`src/logic/socket_power_clock_map.vh`:
```
// Register map, field layout, reset values and timing counts for the socket
// power and card clock register bank.
// Assumes byte addresses on a 32-bit APB with one aligned word per register.
`ifndef SOCKET_POWER_CLOCK_MAP_VH
`define SOCKET_POWER_CLOCK_MAP_VH

// Register byte offsets
`define OFS_SOCKET_POWER_REQUEST  8'h10
`define OFS_CARD_CLOCK_CONTROL    8'h20
`define OFS_POWER_STATUS          8'h30
`define OFS_VOLTAGE_FORCE         8'h34

// Reset values
`define RST_SOCKET_POWER_REQUEST  32'h00000000
`define RST_CARD_CLOCK_CONTROL    32'h00000000

// Socket power request fields
`define VCC_REQ_MSB               6
`define VCC_REQ_LSB               4
`define VPP_REQ_MSB               2
`define VPP_REQ_LSB               0

// Supply codes
`define SUPPLY_OFF                3'h0
`define VPP_12V                   3'h1
`define SUPPLY_5V                 3'h2
`define SUPPLY_3V3                3'h3

// Card clock control fields
`define BIT_HALT_CARD_CLOCK       0
`define BIT_CLOCK_START_INHIBIT   1

// Power status fields
`define BIT_POWER_UP_DONE         3
`define BIT_CAP_5V                8
`define BIT_CAP_3V                9
`define BIT_CAPS_FORCED           10

// Voltage force fields
`define BIT_FORCE_5V              10
`define BIT_FORCE_3V              11
`define BIT_RECHECK_VOLTAGE_SENSE 14

// Card clock periods between the halt bit driving the run line high and stopping the clock
`define HALT_CLOCK_PERIODS        3'h4

`endif

```
`src/logic/socket_power_clock_regs.v`:
```
// Socket power request and card clock control registers with their socket-side logic.
// Assumes an APB master on pclk, and card-side pins that are asynchronous to pclk
// (card clock source, clock run line, voltage sense) and are synchronised here.
// Assumes the card clock source has at least four pclk periods in each half period.
// Assumes the power switch acts on vcc_select and vpp_select as they stand.
//
// Operation
// - The card supply request field, bits 6..4, codes off as 000, 5 V as 010 and 3.3 V as 011.
// - The programming supply field, bits 2..0, codes off 000, 12 V 001, 5 V 010, 3.3 V 011.
// - Reserved bits of both registers always read as zero.
// - The socket power register is a 32-bit read/write register that resets to zero.
// - The card clock control register is 32 bits wide and resets to zero.
// - With the halt and start inhibit bits clear the card clock runs and the run line is held asserted.
// - With the start inhibit bit set the clock stops whenever the card does not assert run.
// - Setting the halt bit drives the run line high and stops the clock 4 periods later.
// - After each power request the power-up done status shows whether the socket is powered.
// - Forced voltage flags never power the card supply until a voltage recheck is written.
`timescale 1ns/10ps
`include "socket_power_clock_map.vh"

module socket_power_clock_regs (
  input  wire        pclk,
  input  wire        presetn,
  input  wire        psel,
  input  wire        penable,
  input  wire        pwrite,
  input  wire [7:0]  paddr,
  input  wire [31:0] pwdata,
  output wire [31:0] prdata,
  output wire        pready,
  output wire        pslverr,
  input  wire        clock_source,
  output reg         card_clock,
  input  wire        card_clock_run_n_in,
  output reg         card_clock_run_n_out,
  output reg         card_clock_run_n_oe,
  input  wire        sense_5v,
  input  wire        sense_3v,
  output reg  [2:0]  vcc_select,
  output reg  [2:0]  vpp_select
);

  // Software-visible state
  reg  [2:0]  vcc_request;
  reg  [2:0]  vpp_request;
  reg         halt_card_clock;
  reg         clock_start_inhibit;
  reg         power_up_done;
  // Card voltage capability and whether software forced it
  reg         cap_5v;
  reg         cap_3v;
  reg         caps_forced;
  reg         eval_pending;

  // Card-side pins, gathered into one bank for the synchronisers
  localparam PIN_SRC = 0;
  localparam PIN_RUN = 1;
  localparam PIN_S5  = 2;
  localparam PIN_S3  = 3;
  localparam PINS    = 4;
  // Reset level of each stage: the run line rests high on its pull-up, the rest low
  localparam [3:0] PIN_IDLE = 4'h2;
  wire [3:0]  pin_raw;
  wire [3:0]  pin_sync;
  reg         src_prev;

  // Reset contents of the two registers, split into fields below
  localparam [31:0] POWER_RESET = `RST_SOCKET_POWER_REQUEST;
  localparam [31:0] CLOCK_RESET = `RST_CARD_CLOCK_CONTROL;

  // Card clock sequencing
  reg  [2:0]  halt_count;
  reg         clock_on;

  // Bus decode
  wire        access;
  wire        wr;
  wire        hit_power;
  wire        hit_clock;
  wire        hit_status;
  wire        hit_force;
  wire        mapped;
  reg  [31:0] read_word;

  // Card-side decode and the clock decision
  wire        src_level;
  wire        src_rise;
  wire        card_runs;
  wire        vcc_valid;
  wire        vpp_valid;
  wire        vcc_allowed;
  reg         want_clock;

  // Zero-wait APB slave; the access phase completes in its first cycle
  // Writes land at the edge that ends the access phase
  assign pready     = 1'b1;
  assign access     = psel & penable;
  assign wr         = access & pwrite;
  assign hit_power  = (paddr == `OFS_SOCKET_POWER_REQUEST);
  assign hit_clock  = (paddr == `OFS_CARD_CLOCK_CONTROL);
  assign hit_status = (paddr == `OFS_POWER_STATUS);
  assign hit_force  = (paddr == `OFS_VOLTAGE_FORCE);
  assign mapped     = hit_power | hit_clock | hit_status | hit_force;
  // Unmapped addresses answer with an error and are never written
  assign pslverr    = access & ~mapped;

  // Read multiplexer; every bit not listed reads as zero
  always @* begin
    read_word = 32'h00000000;
    if (hit_power) begin
      read_word[`VCC_REQ_MSB:`VCC_REQ_LSB] = vcc_request;
      read_word[`VPP_REQ_MSB:`VPP_REQ_LSB] = vpp_request;
    end else if (hit_clock) begin
      read_word[`BIT_HALT_CARD_CLOCK]     = halt_card_clock;
      read_word[`BIT_CLOCK_START_INHIBIT] = clock_start_inhibit;
    end else if (hit_status) begin
      // Status reports the supplies actually applied, not the request
      read_word[`VCC_REQ_MSB:`VCC_REQ_LSB] = vcc_select;
      read_word[`VPP_REQ_MSB:`VPP_REQ_LSB] = vpp_select;
      read_word[`BIT_POWER_UP_DONE]        = power_up_done;
      read_word[`BIT_CAP_5V]               = cap_5v;
      read_word[`BIT_CAP_3V]               = cap_3v;
      read_word[`BIT_CAPS_FORCED]          = caps_forced;
    end
  end

  // Read data is only presented during a read access
  // Zero outside reads keeps the read lines quiet between transfers
  assign prdata = (access & ~pwrite) ? read_word : 32'h00000000;

  // Request and control registers, written at the completing access edge
  // Reserved bits of a write are dropped here, so they never read back
  always @(posedge pclk or negedge presetn) begin
    if (!presetn) begin
      vcc_request         <= POWER_RESET[`VCC_REQ_MSB:`VCC_REQ_LSB];
      vpp_request         <= POWER_RESET[`VPP_REQ_MSB:`VPP_REQ_LSB];
      halt_card_clock     <= CLOCK_RESET[`BIT_HALT_CARD_CLOCK];
      clock_start_inhibit <= CLOCK_RESET[`BIT_CLOCK_START_INHIBIT];
    end else if (wr) begin
      if (hit_power) begin
        vcc_request <= pwdata[`VCC_REQ_MSB:`VCC_REQ_LSB];
        vpp_request <= pwdata[`VPP_REQ_MSB:`VPP_REQ_LSB];
      end
      // Clock control stays writable so that halt and inhibit can be used
      if (hit_clock) begin
        halt_card_clock     <= pwdata[`BIT_HALT_CARD_CLOCK];
        clock_start_inhibit <= pwdata[`BIT_CLOCK_START_INHIBIT];
      end
    end
  end

  // Two-flop synchroniser per card-side pin; only the second stage is read
  // The run line passes the same bank as the other pins, so all share one latency
  assign pin_raw = {sense_3v, sense_5v, card_clock_run_n_in, clock_source};

  genvar pin;
  generate
    for (pin = 0; pin < PINS; pin = pin + 1) begin : g_pin_sync
      reg [1:0] stage;
      always @(posedge pclk or negedge presetn) begin
        if (!presetn) begin
          stage <= {2{PIN_IDLE[pin]}};
        end else begin
          stage <= {stage[0], pin_raw[pin]};
        end
      end
      assign pin_sync[pin] = stage[1];
    end
  endgenerate

  // Previous synchronised source level, for finding its rising edges
  always @(posedge pclk or negedge presetn) begin
    if (!presetn) begin
      src_prev <= 1'b0;
    end else begin
      src_prev <= src_level;
    end
  end

  assign src_level = pin_sync[PIN_SRC];
  assign src_rise  = src_level & ~src_prev;
  assign card_runs = ~pin_sync[PIN_RUN];

  // Voltage capability: sampled from sense pins, or forced by software
  // A recheck outranks force bits written in the same word
  always @(posedge pclk or negedge presetn) begin
    if (!presetn) begin
      cap_5v      <= 1'b0;
      cap_3v      <= 1'b0;
      caps_forced <= 1'b0;
    end else if (wr && hit_force) begin
      if (pwdata[`BIT_RECHECK_VOLTAGE_SENSE]) begin
        cap_5v      <= pin_sync[PIN_S5];
        cap_3v      <= pin_sync[PIN_S3];
        caps_forced <= 1'b0;
      end else if (pwdata[`BIT_FORCE_5V] | pwdata[`BIT_FORCE_3V]) begin
        cap_5v      <= pwdata[`BIT_FORCE_5V];
        cap_3v      <= pwdata[`BIT_FORCE_3V];
        caps_forced <= 1'b1;
      end
    end
  end

  // Codes accepted for each supply
  // A card supply the card cannot take counts as a failed power-up
  assign vcc_valid = (vcc_request == `SUPPLY_OFF) | (vcc_request == `SUPPLY_5V) |
                     (vcc_request == `SUPPLY_3V3);
  assign vpp_valid = (vpp_request[2] == 1'b0);
  assign vcc_allowed = ~caps_forced &
                       (((vcc_request == `SUPPLY_5V) & cap_5v) |
                        ((vcc_request == `SUPPLY_3V3) & cap_3v));

  // Evaluate a request the cycle after a power write or a recheck
  // One cycle later, a recheck already sees the freshly sampled capability flags
  always @(posedge pclk or negedge presetn) begin
    if (!presetn) begin
      eval_pending <= 1'b0;
    end else begin
      eval_pending <= wr & (hit_power | (hit_force & pwdata[`BIT_RECHECK_VOLTAGE_SENSE]));
    end
  end

  // Supplies applied to the socket and the power-up result
  // A reserved code in one field leaves that supply and the status alone
  always @(posedge pclk or negedge presetn) begin
    if (!presetn) begin
      vcc_select    <= `SUPPLY_OFF;
      vpp_select    <= `SUPPLY_OFF;
      power_up_done <= 1'b0;
    end else if (eval_pending) begin
      if (vpp_valid) begin
        vpp_select <= vpp_request;
      end
      if (vcc_valid) begin
        if (vcc_request == `SUPPLY_OFF) begin
          vcc_select    <= `SUPPLY_OFF;
          power_up_done <= 1'b0;
        end else if (vcc_allowed) begin
          vcc_select    <= vcc_request;
          power_up_done <= 1'b1;
        end else begin
          vcc_select    <= `SUPPLY_OFF;
          power_up_done <= 1'b0;
        end
      end
    end
  end

  // Count card clock periods once halting has been requested
  // Source edges keep the delay in card clock periods; the count stops at its limit
  always @(posedge pclk or negedge presetn) begin
    if (!presetn) begin
      halt_count <= 3'h0;
    end else if (!halt_card_clock) begin
      halt_count <= 3'h0;
    end else if (src_rise && (halt_count != `HALT_CLOCK_PERIODS)) begin
      halt_count <= halt_count + 3'h1;
    end
  end

  // Decide whether the card clock should run
  // Halt outranks the start inhibit, so software can always stop the clock
  always @* begin
    if (halt_card_clock) begin
      want_clock = (halt_count != `HALT_CLOCK_PERIODS);
    end else if (!clock_start_inhibit) begin
      want_clock = 1'b1;
    end else begin
      want_clock = card_runs;
    end
  end

  // Gate the clock only while the source is low, so no runt pulse reaches the card
  // A stop or start decided in a high phase waits for the next low phase
  always @(posedge pclk or negedge presetn) begin
    if (!presetn) begin
      clock_on   <= 1'b1;
      card_clock <= 1'b0;
    end else begin
      if (!src_level) begin
        clock_on <= want_clock;
      end
      card_clock <= clock_on & src_level;
    end
  end

  // Clock run line: halted drives high, free running drives low, else released
  // Released leaves the level to the card and the socket pull-up
  always @(posedge pclk or negedge presetn) begin
    if (!presetn) begin
      card_clock_run_n_out <= 1'b1;
      card_clock_run_n_oe  <= 1'b0;
    end else if (halt_card_clock) begin
      card_clock_run_n_out <= 1'b1;
      card_clock_run_n_oe  <= 1'b1;
    end else if (!clock_start_inhibit) begin
      card_clock_run_n_out <= 1'b0;
      card_clock_run_n_oe  <= 1'b1;
    end else begin
      card_clock_run_n_out <= 1'b1;
      card_clock_run_n_oe  <= 1'b0;
    end
  end

endmodule // socket_power_clock_regs

```
`config.mk`:
```
export PLATFORM = sky130hd
export DESIGN_NAME = socket_power_clock_regs
export DESIGN_NICKNAME = d
export VERILOG_FILES = /design/src/logic/socket_power_clock_regs.v
export VERILOG_INCLUDE_DIRS = /design/src /design/src/logic
export SDC_FILE = /design/constraint.sdc
export NUM_CORES = 1
export LEC_CHECK = 0
export ABC_AREA = 1
export BUFFER_PORTS_ARGS = -buffer_cell sky130_fd_sc_hd__buf_4
export CAP_MARGIN = 40
export CORE_MARGIN = 2
export CORE_UTILIZATION = 45
export DETAILED_ROUTE_END_ITERATION = 8
export HOLD_SLACK_MARGIN = 0.06
export PLACE_DENSITY = 0.86
export SLEW_MARGIN = 40
export SYNTH_ARGS = -nofsm -noshare
export SYNTH_HDL_FRONTEND = slang
export SYNTH_SLANG_ARGS = --single-unit
```
`constraint.sdc`:
```
create_clock -name pclk -period 1.1 [get_ports pclk]
set_input_delay 0.11 -clock pclk [delete_from_list [all_inputs] [get_ports pclk]]
set_output_delay 0.11 -clock pclk [all_outputs]
set_load 0.1 [all_outputs]
```
==> flow_summary.rst, run 1 <==
.. list-table::
   :header-rows: 1

   * - Metric
     - Value
   * - Result of the run
     - finished with violations
   * - Violations in the final reports
     - negative setup slack
   * - Slowest Stage Delay on Critical Path
     - 480 ps
   * - Total congestion overflow after global routing
     - 0
   * - Number of hold-slack violations in the final timing report
     - 0
   * - Max-slew violation count
     - 0
   * - Synthesis Warnings
     - 0
   * - Post-placement cell area
     - around 0.0025 mm²
   * - Final worst path period need
     - 1390 ps
   * - Unrepaired setup endpoints after global routing
     - true
   * - Endpoint of the most critical register-to-register path
     - vcc_select[0]
   * - Portion of the post-synthesis area used by sequential elements
     - 0.471
   * - Count of input and output buffers
     - 44
   * - Cell area after synthesis
     - 0.00182 mm²
   * - Number of buffers inserted during clock tree synthesis
     - 5
   * - Wire length per cell
     - about 17 µm
   * - Die extent in y
     - around 68 µm
   * - Number of violations reported at the end of detailed-routing iteration 0
     - 87
   * - HPWL after detailed placement
     - 3110 µm
   * - Worst Slack Setup Final
     - -291 ps
   * - Timing-limited maximum frequency
     - 719 MHz
   * - Sum of negative setup slack
     - -3080 ps
   * - Number of routed nets with antenna violations
     - 0
   * - Crit share post-route
     - 1.26
   * - Maximum vdd drop
     - a little over 0.0009 V
   * - Cell repeated most along the worst path
     - sky130_fd_sc_hd__nand3_2
   * - Number of vias per cell
     - 5.11
   * - Later-pin clock latency in the skew report
     - around 300 ps
   * - Final weighted congestion in routability-driven placement
     - roughly 0.8
   * - Top-area cell type share of the netlist area
     - 0.414
   * - Maximum clock insertion buffer count
     - 2
   * - Hold path cells
     - 3
   * - Nets
     - 354
   * - Core outline area
     - between 0.003 and 0.004 mm²
   * - Startpoint-to-endpoint class of the critical path
     - flip-flop to primary output
   * - Required time reported for the critical path endpoint
     - 990 ps
   * - Non-filler cells in the finished layout
     - approximately 350
   * - Clock Pin Slew Worst Setup and Hold Paths
     - 70 ps
   * - Routed via count
     - 1809
   * - Number of library cell types mapped by synthesis
     - 28
   * - Share of post-route cells with drive strength above 1
     - 0.556
   * - Starting density of the core
     - 0.460
   * - Synthesized instance count
     - 220
   * - Origin of the worst min-delay path
     - pwdata[5]
   * - TritonCTS Sinks
     - 34
   * - Initial antenna violation count
     - 0
   * - Cell taking the most area after synthesis
     - sky130_fd_sc_hd__dfrtp_1
   * - Cells on worst reg2reg path
     - 6
   * - Global-route total usage across every layer
     - 0.247
   * - Maximum number of pins on one net before global-route repair
     - 35
   * - Syn avg cell area
     - 8.25 µm²
   * - Num ports
     - 92
   * - Number of synthesized register bits
     - 34
   * - Data arrival time of the critical path
     - 1280 ps
   * - Clk_skew
     - roughly 9.5 ps
   * - Slowest stage cell, crit path
     - sky130_fd_sc_hd__dfrtp_4
   * - Cell at the root of the clock tree
     - sky130_fd_sc_hd__clkbuf_8
   * - Die Area
     - 0.00456 mm²
   * - Final instance area
     - 0.00318 mm²
   * - Pwr dens
     - 944 mW/mm²
   * - Std cell rows
     - 23
   * - Final count of negative-setup-slack endpoints
     - 21
   * - Number of diodes
     - 0
   * - Launch instance of the worst register-to-register path
     - vcc_request[2]
   * - Area added between synthesis and finish
     - 75.3%
   * - Vias in the first global route
     - about 1800
   * - Horizontal extent of the die
     - 67.5 µm
   * - Placed Cells incl. Taps
     - 327
   * - Residual DRC count
     - 0
   * - Total wire length after detailed routing
     - just over 6000 µm
   * - Count of H-tree levels built during CTS
     - 2
   * - CTS tree
     - done
   * - Hold WS
     - between 50 and 60 ps
   * - Highest net fanout along the worst path
     - 2
   * - Number of search-and-repair iterations in the first detailed-routing pass
     - 5
   * - Critical Path End Type
     - primary output
   * - Worst hold path class
     - input pin to flip-flop
   * - First-pass GRT wire length
     - 8010 µm
   * - Endpoint, Worst Hold
     - vcc_request[1]
   * - Count of max-cap constraint violations
     - 0
   * - Leak Pwr
     - 1.58 nW
   * - Biggest area contributors in the synthesized netlist
     - sky130_fd_sc_hd__dfrtp_1 (41%), sky130_fd_sc_hd__nand2_1 (11%), sky130_fd_sc_hd__buf_4 (9.9%)
   * - Series of cell instances along the critical path
     - nand3_2 > nand3_2 > nand2_2 > clkinvlp_4 > buf_12
   * - Minimum setup slack among reg-to-reg paths
     - -190 ps
   * - Kind of start point of the critical path
     - flip-flop
==> worst max-delay path by stage <==
| stage | cells after the start | endpoint | from |
|---|---|---|---|
| floorplan | 5 | prdata[2] | paddr[1] |
| global placement | 9 | prdata[1] | paddr[1] |
| detailed placement | 8 | prdata[6] | paddr[1] |
| CTS | 5 | prdata[1] | vpp_select[1] |
| global route | 5 | prdata[1] | vpp_request[1] |
| finish | 5 | prdata[1] | vpp_select[1] |
==> routing by layer <==
layer	GRT usage	vias to the layer above	routed length, µm
met5	0	-	0
met4	0.153	0	507
met3	0.0550	40	356
met2	0.444	87	3260
met1	0.260	870	2030
li1	-	812	-
==> worst max-delay path: cells and delay by family, from the launching register on <==
kind                   cells  cell delay, ps
flip-flops                 1             480
buffers and inverters      2             270
AND/OR/NAND/NOR            3             240
==> state kept, by name, indices dropped and copies added, names as in the netlist, 2 cells and up <==
signal,count
vpp_request,3
vpp_select,2
vcc_select,3
vcc_request,3
g_pin_sync.stage,8
halt_count,3
==> where the power goes <==
part	switching [W]	total (W)	internal (W)
clock	0.000460	0.000965	0.000505
sequential	0.0000158	0.00130	0.00129
combinational	0.000575	0.000738	0.000164
total	0.00105	0.00300	0.00195
==> cell usage in the layout, fill, tap and decap left out, drive strengths merged <==
cell type	count
nand3	18
conb	24
clkinvlp	2
a21oi	8
nor2	22
clkinv	1
buf	72
o211ai	1
nand3b	2
nand2	58
dfstp	4
ha	2
dlygate4sd3	7
inv	26
o21ai	12
clkbuf	7
a211oi	1
or2	1
dfrtp	30
nor3	2
o21a	1
nand4	3
==> stage by stage <==
| step | power, W | utilization | setup slack [ps] |
|---|---|---|---|
| global placement | 0.00196 | 0.622 | -244 |
| CTS | 0.00296 | 0.756 | -265 |
| floorplan | 0.00188 | - | -314 |
| detailed placement | 0.00197 | 0.622 | -278 |
| global route | 0.00309 | 0.807 | -338 |
| finish | 0.00300 | 0.807 | -291 |
==> cell families (layout without fill, tap and decap cells) <==
family,count (synthesis),in the layout,synth area share
compound gates,23,23,0.0717
fa+ha+maj,2,2,0.0138
buf+inv,53,115,0.160
flops,34,34,0.471
other cells,2,24,0.00414
simple gates,106,106,0.279
==> Yosys cell counts (all sizes together) <==
cell type,instances
a211oi,1
a21oi,8
buf,25
conb,2
dfrtp,30
dfstp,4
ha,2
inv,28
nand2,58
nand3,18
nand3b,2
nand4,3
nor2,22
nor3,2
o211ai,1
o21a,1
o21ai,12
or2,1
==> layout make-up <==
class,count,area [µm²]
multi-input combinational,155,1130
timing repair buffer,79,895
sequential,34,877
fill,203,761
inverter,28,128
clock buffer,7,86.3
tap,50,62.6
clock inverter,1,5.00
==> timing repair <==
| item | 4_1_cts | 5_1_grt |
|---|---|---|
| pin swaps | 15 | 18 |
| resized for setup | 86 | 44 |
| endpoints found under the hold margin | 36 | 0 |
| hold buffers | 7 | 0 |
| buffers inserted | 6 | 6 |
| gates cloned | 0 | 0 |
| endpoints found under the setup margin | 22 | 24 |
(Power assumes the default switching activity.)
==> run 2, diff against run 1 <==
Settings changed: RECOVER_POWER set to 50.
==> run 2 against run 1 <==
The flow still finishes with violations (negative setup slack). Setup slack about the same. Via count hardly changed. Power fell by 0.19%. First-iteration DRC count fell by 2.3%. Die area is the same. Combinational power is 0.5% lower. Core utilization shrank 0.16 points. Sequential share of layout area rose by 0.054 points. Hold slack better by 0.50 ps. Non-clock buffer count is the same. Critical endpoint unchanged. Highest routed layer unchanged.
==> flow_summary.rst, run 2 (synthesis gave the netlist of run 1 again) <==
.. list-table::
   :header-rows: 1

   * - Metric
     - Value
   * - Result of the run
     - finished with violations
   * - Violations in the final reports
     - negative setup slack
   * - HPWL after detailed placement
     - 3110 µm
   * - Non-filler cells in the finished layout
     - 354
   * - Launch instance of the worst register-to-register path
     - vcc_request[2]
   * - Count of max-cap constraint violations
     - 0
   * - Maximum clock insertion buffer count
     - 2
   * - Number of search-and-repair iterations in the first detailed-routing pass
     - 5
   * - Slew at the pin closest to its max-slew limit
     - around 840 ps
   * - Clock Pin Slew Worst Setup and Hold Paths
     - about 70 ps
   * - Flip-flop count of the largest register, all copies and words added
     - 8
   * - Maximum vdd drop
     - ~0.00091 V
   * - Std cell rows
     - 23
   * - Most common library cell in the layout ignoring fill and taps
     - sky130_fd_sc_hd__buf_4
   * - Worst rel slew slack
     - 0.443
   * - Later-pin clock latency in the skew report
     - 290 ps
   * - Die Area
     - between 0.004 and 0.005 mm²
   * - Residual DRC count
     - 0
   * - Slowest Stage Delay on Critical Path
     - 480 ps
   * - Clk_skew
     - 9.41 ps
   * - Timing-limited maximum frequency
     - approximately 720 MHz
   * - Leak Pwr
     - roughly 1.6 nW
   * - Worst hold path class
     - input pin to flip-flop
   * - Number of diodes
     - 0
   * - Startpoint-to-endpoint class of the critical path
     - flip-flop to primary output
   * - Global-route total usage across every layer
     - 0.247
   * - Nets
     - 354
   * - Total congestion overflow after global routing
     - 0
   * - Die extent in y
     - 67.5 µm
   * - Final count of negative-setup-slack endpoints
     - 20
   * - Number of hold-slack violations in the final timing report
     - 0
   * - Count of H-tree levels built during CTS
     - 2
   * - Highest net fanout along the worst path
     - 2
   * - Number of violations reported at the end of detailed-routing iteration 0
     - 85
   * - Slowest stage cell, crit path
     - sky130_fd_sc_hd__dfrtp_4
   * - Kind of start point of the critical path
     - flip-flop
   * - Origin of the worst min-delay path
     - pwdata[5]
   * - Number of routed nets with antenna violations
     - 0
   * - Area added between synthesis and finish
     - 74.9%
   * - Register containing the most flip-flops in the final layout
     - g_pin_sync.stage
   * - Count of input and output buffers
     - 44
   * - Worst Slack Setup Final
     - -291 ps
   * - Starting density of the core
     - 0.460
   * - Unrepaired setup endpoints after global routing
     - true
   * - Max-slew violation count
     - 0
   * - TritonCTS Sinks
     - 34
   * - Combined area of the multi-input logic cells
     - 0.00113 mm²
   * - Launch point of the worst path
     - vpp_select[1]
   * - Total wire length after detailed routing
     - between 6000 and 7000 µm
   * - Number of vias per cell
     - 5.11
   * - Layout filler cell count
     - 206
   * - Routed via count
     - roughly 1800
   * - Cells on worst reg2reg path
     - 6
   * - Hold path cells
     - 3
   * - Crit share post-route
     - 1.26
   * - Required time reported for the critical path endpoint
     - 990 ps
   * - Placed Cells incl. Taps
     - 327
   * - Final worst path period need
     - about 1400 ps
   * - Maximum number of pins on one net before global-route repair
     - 35
   * - Vias in the first global route
     - 1752
   * - Critical Path End Type
     - primary output
   * - Final instance area
     - 0.00318 mm²
   * - First-pass GRT wire length
     - ~8000 µm
   * - Cell repeated most along the worst path
     - sky130_fd_sc_hd__nand3_2
   * - Sum of negative setup slack
     - -3070 ps
   * - Share of post-route cells with drive strength above 1
     - 0.553
   * - Core outline area
     - 0.00394 mm²
   * - Initial antenna violation count
     - 0
   * - Final weighted congestion in routability-driven placement
     - 0.812
   * - Worst slack at placement
     - -278 ps
   * - Most used cells in the layout excluding fill and tap cells
     - sky130_fd_sc_hd__buf_4 (38), sky130_fd_sc_hd__nand2_1 (33), sky130_fd_sc_hd__conb_1 (24)
   * - Final core utilization
     - 0.805
   * - Pwr dens
     - 944 mW/mm²
   * - Storage cell area
     - 877 µm²
   * - Cell at the root of the clock tree
     - sky130_fd_sc_hd__clkbuf_8
   * - Data arrival time of the critical path
     - 1280 ps
   * - CTS tree
     - done
   * - Wire length per cell
     - 17.3 µm
   * - Number of buffers inserted during clock tree synthesis
     - 5
   * - Num ports
     - 92
   * - Horizontal extent of the die
     - 67.5 µm
   * - Post-placement cell area
     - 0.00245 mm²
   * - Series of cell instances along the critical path
     - nand3_2 > nand3_2 > nand2_2 > clkinvlp_4 > buf_12
## run 2: cell count changes in the layout (fill, tap and decap cells not counted), sizes merged
cell / delta
clkbuf: +6
buf: -6
## run 2: worst paths after layout
check / endpoint / slack, ps
setup / recovery: prdata[1] / -290
min in group asynchronous: halt_count[1] / 440
setup reg to reg: vcc_select[0] / -190
hold / removal: vcc_request[1] / 60
hold reg to reg: g_pin_sync[3].stage[1] / 350
max in group asynchronous: vcc_select[1] / 40
## run 2: through the flow
| step | total power (W) | hold slack [ps] |
|---|---|---|
| final | 0.00300 | 56.8 |
| after global routing | 0.00309 | 77.8 |
| after CTS | 0.00296 | 60.8 |
| after detailed placement | 0.00197 | 72.9 |
| after global placement | 0.00196 | 67.6 |
| after floorplan | 0.00188 | -186 |
## run 2: what timing repair did
item | CTS | global route
endpoints found under the setup margin | 22 | 24
setup buffers | 6 | 6
hold buffers | 7 | 0
pin swaps | 15 | 18
gates cloned | 0 | 0
gates resized for setup | 86 | 44
endpoints found under the hold margin | 36 | 0
## run 2: area by class of cell
class,instances,share of cell area
Inverter,28,0.0402
Tap cell,50,0.0197
Multi-Input combinational cell,155,0.355
Clock inverter,1,0.00158
Timing Repair Buffer,79,0.280
Clock buffer,7,0.0272
Sequential cell,34,0.276
## run 2: per-layer routing
layer | vias to the layer above | part of all wire | wire length, µm | track usage
li1 | 811 | - | - | -
met1 | 872 | 0.33 | 2010 | 0.260
met2 | 87 | 0.53 | 3260 | 0.444
met5 | - | 0 | 0 | 0
met4 | 0 | 0.082 | 504 | 0.153
met3 | 40 | 0.059 | 360 | 0.0550
## run 2: critical path, delay by kind of cell, from the launching register on
family / cells / cell delay [ps]
simple gates: 3 / 240
flops: 1 / 480
buf+inv: 2 / 270
## run 2: report_power, final
group	switching, W	leakage (nW)	internal, W	total [W]
Combinational	0.000574	1.10	0.000160	0.000734
Sequential	0.0000157	0.424	0.00129	0.00130
Clock	0.000458	0.0482	0.000505	0.000963
Total	0.00105	1.58	0.00195	0.00300
==> run 3, diff against run 2 <==
Settings changed: ABC_AREA 1 to 0, CORE_MARGIN 2 to not set, CORE_UTILIZATION 45 to 42, PLACE_DENSITY 0.86 to 0.82.
==> run 3 against run 2 <==
Sequential share of layout area rose by 1.7 points. The flow still finishes with violations (negative setup slack). Setup slack lost 360 ps. Core utilization down 6.9 points. Hold slack improved by 15 ps. Count of clock-buffer cells in the layout shrank 1.
==> flow_summary.rst, run 3 <==
.. list-table::
   :header-rows: 1

   * - Metric
     - Value
   * - Result of the run
     - finished with violations
   * - Violations in the final reports
     - negative setup slack
   * - Sum of negative setup slack
     - -10220 ps
   * - Cell at the root of the clock tree
     - sky130_fd_sc_hd__clkbuf_8
   * - Kind of start point of the critical path
     - input pin
   * - Post-placement cell area
     - 0.00239 mm²
   * - Data arrival time of the critical path
     - 1640 ps
   * - HPWL after detailed placement
     - 2970 µm
   * - Count of input and output buffers
     - 44
   * - Later-pin clock latency in the skew report
     - 280 ps
   * - Leading cell type by number of instances after synthesis
     - sky130_fd_sc_hd__dfrtp_1
   * - CTS tree
     - done
   * - Hold path cells
     - 2
   * - Nets
     - 302
   * - Required time reported for the critical path endpoint
     - 990 ps
   * - Total congestion overflow after global routing
     - 0
   * - Endpoint of the most critical register-to-register path
     - halt_count[0]
   * - Number of library cell types mapped by synthesis
     - 41
   * - Highest net fanout along the worst path
     - 3
   * - Wire length per cell
     - 14.9 µm
   * - Series of cell instances along the critical path
     - buf_6 > or3_4 > or4_4 > buf_4 > nor2_4 > buf_12
   * - Final weighted congestion in routability-driven placement
     - 0.824
   * - Cell taking the most area after synthesis
     - sky130_fd_sc_hd__dfrtp_1
   * - Die extent in y
     - 66.5 µm
   * - Share of post-route cells with drive strength above 1
     - 0.575
   * - Number of violations reported at the end of detailed-routing iteration 0
     - 33
   * - Area added between synthesis and finish
     - 68.7%
   * - Horizontal extent of the die
     - between 60 and 70 µm
   * - Number of search-and-repair iterations in the first detailed-routing pass
     - 4
   * - Worst hold path class
     - input pin to flip-flop
   * - Routed via count
     - 1527
   * - Number of vias per cell
     - 5.06
   * - Final core utilization
     - 0.736
   * - Number of synthesized register bits
     - 34
   * - Register containing the most flip-flops in the final layout
     - g_pin_sync.stage
   * - Clock Pin Slew Worst Setup and Hold Paths
     - approximately 70 ps
   * - Layout filler cell count
     - 269
   * - Synthesized instance count
     - 158
   * - Proportion of register bits with asynchronous set or reset after synthesis
     - 1.00
   * - Cell area after synthesis
     - about 0.0017 mm²
   * - Hold WS
     - 71.6 ps
   * - Top FF cell, synth
     - sky130_fd_sc_hd__dfrtp_1
   * - Startpoint-to-endpoint class of the critical path
     - input pin to primary output
   * - Most common library cells after synthesis
     - sky130_fd_sc_hd__dfrtp_1 (30), sky130_fd_sc_hd__buf_4 (24), sky130_fd_sc_hd__a21oi_1 (7), sky130_fd_sc_hd__mux2_2 (7), sky130_fd_sc_hd__o21ai_0 (7)
   * - Count of max-cap constraint violations
     - 0
   * - Syn avg cell area
     - 11.0 µm²
   * - Std cell rows
     - 23
   * - Cells on worst reg2reg path
     - 5
   * - Timing-limited maximum frequency
     - 572 MHz
   * - Vias in the first global route
     - 1555
   * - Top-area cell type share of the netlist area
     - 0.430
   * - Leak Pwr
     - 1.34 nW
   * - Pwr dens
     - 1020 mW/mm²
   * - Slew at the pin closest to its max-slew limit
     - 722 ps
   * - Minimum setup slack among reg-to-reg paths
     - -30 ps
   * - Initial antenna violation count
     - 0
   * - Most used cells in the layout excluding fill and tap cells
     - sky130_fd_sc_hd__buf_4 (52), sky130_fd_sc_hd__dfrtp_1 (25), sky130_fd_sc_hd__conb_1 (24)
   * - Final count of negative-setup-slack endpoints
     - 25
   * - Portion of the post-synthesis area used by sequential elements
     - 0.490
   * - Endpoint, Worst Hold
     - vpp_request[1]
   * - Number of hold-slack violations in the final timing report
     - 0
   * - Final worst path period need
     - ~1700 ps
   * - TritonCTS Sinks
     - 34
   * - Global-route total usage across every layer
     - 0.216
   * - Slowest stage cell, crit path
     - sky130_fd_sc_hd__or4_4
   * - Number of diodes
     - 0
   * - Biggest area contributors in the synthesized netlist
     - sky130_fd_sc_hd__dfrtp_1 (43%), sky130_fd_sc_hd__buf_4 (10%), sky130_fd_sc_hd__dfstp_2 (6.0%)
   * - Most common library cell in the layout ignoring fill and taps
     - sky130_fd_sc_hd__buf_4
   * - Number of routed nets with antenna violations
     - 0
   * - Clk_skew
     - 3.71 ps
   * - Origin of the worst min-delay path
     - pwdata[1]
   * - Maximum clock insertion buffer count
     - 2
   * - Max-slew violation count
     - 0
   * - Residual DRC count
     - 0
   * - Maximum vdd drop
     - 0.000961 V
   * - Total wire length after detailed routing
     - 4510 µm
   * - Num ports
     - just over 90
   * - Count of H-tree levels built during CTS
     - 2
   * - Synthesis Warnings
     - 0
   * - Final instance area
     - 0.00294 mm²
   * - Launch instance of the worst register-to-register path
     - halt_count[1]
   * - Core outline area
     - between 0.004 and 0.005 mm²
   * - Maximum number of pins on one net before global-route repair
     - 35
   * - Flip-flop count of the largest register, all copies and words added
     - 8
   * - Crit share post-route
     - 1.59
   * - Worst Slack Setup Final
     - -647 ps
   * - First-pass GRT wire length
     - ~7000 µm
   * - Worst rel slew slack
     - 0.519
   * - Die Area
     - 0.00442 mm²
   * - Slowest Stage Delay on Critical Path
     - 540 ps
   * - Critical Path End Type
     - primary output
   * - Number of buffers inserted during clock tree synthesis
     - 5
   * - Number of synthesized flops with an enable pin
     - 0
   * - Starting density of the core
     - 0.436
   * - Unrepaired setup endpoints after global routing
     - true
==> run 3: cell count changes in the layout (fill, tap and decap cells not counted), sizes merged, moves of 5 or more <==
cell | before | now
nor2 | 22 | 3
nand2 | 58 | 6
nand3 | 18 | 4
inv | 26 | 5
and3 | 0 | 5
mux2 | 0 | 10
o21ai | 12 | 7
nor4 | 0 | 5
buf | 66 | 76
==> run 3: area by class of cell <==
| cell class | count | area [µm²] | share of cell area |
|---|---|---|---|
| Clock inverter | 2 | 12.5 | 0.00425 |
| Tap cell | 50 | 62.6 | 0.0212 |
| Multi-Input combinational cell | 115 | 1010 | 0.345 |
| Timing Repair Buffer | 90 | 891 | 0.303 |
| Clock buffer | 6 | 82.6 | 0.0280 |
| Sequential cell | 34 | 862 | 0.293 |
| Inverter | 5 | 18.8 | 0.00637 |
==> run 3: how the worst max path moves through the flow <==
stage	depth (start not counted)	end	slack, ps	start
finish	6	prdata[6]	-650	paddr[3]
global route	5	prdata[0]	-680	paddr[3]
CTS	5	prdata[0]	-690	paddr[3]
detailed placement	5	prdata[0]	-800	paddr[1]
global placement	5	prdata[0]	-740	paddr[1]
floorplan	4	prdata[0]	-1310	paddr[1]
==> run 3: cell families after synthesis <==
logic type	Yosys count	synth area share
AO/OA/AOI/OAI	29	0.109
adder cells (fa/ha/maj)	3	0.0201
buffers and inverters	31	0.120
flip-flops	34	0.490
multiplexers	12	0.0760
other	2	0.00430
AND/OR/NAND/NOR	47	0.181
==> run 3: power by group <==
group / switching, W / internal [W]
Sequential: 0.0000138 / 0.00129
Clock: 0.000459 / 0.000503
Combinational: 0.000558 / 0.000195
Total: 0.00103 / 0.00198
==> run 3: metal layers <==
layer  track usage  vias up  share of wire
met1         0.246      751           0.40
met3        0.0394        8          0.042
met4        0.0718        0          0.014
met2         0.403       53           0.54
met5             0        -              0
li1              -      715              -
==> run 3: repair_timing <==
| action | 4_1_cts | 5_1_grt |
|---|---|---|
| resized for setup | 64 | 19 |
| setup buffers | 3 | 3 |
| endpoints found under the setup margin | 27 | 31 |
| endpoints found under the hold margin | 38 | 0 |
| hold buffers | 9 | 0 |
| pin swaps | 13 | 8 |
==> run 3: through the flow <==
stage / setup slack, ps / total power, W / cells
6_report: -647 / 0.00301 / 302
5_1_grt: -682 / 0.00313 / 302
4_1_cts: -692 / 0.00303 / 300
3_5_place_dp: -796 / 0.00201 / 280
3_3_place_gp: -744 / 0.00199 / 280
2_1_floorplan: -1310 / 0.00188 / 180
==> run 3: worst max-delay path, delay by kind of cell <==
kind	cells	cell delay, ps
buffers and inverters	3	470
and+or+nand+nor	3	1050
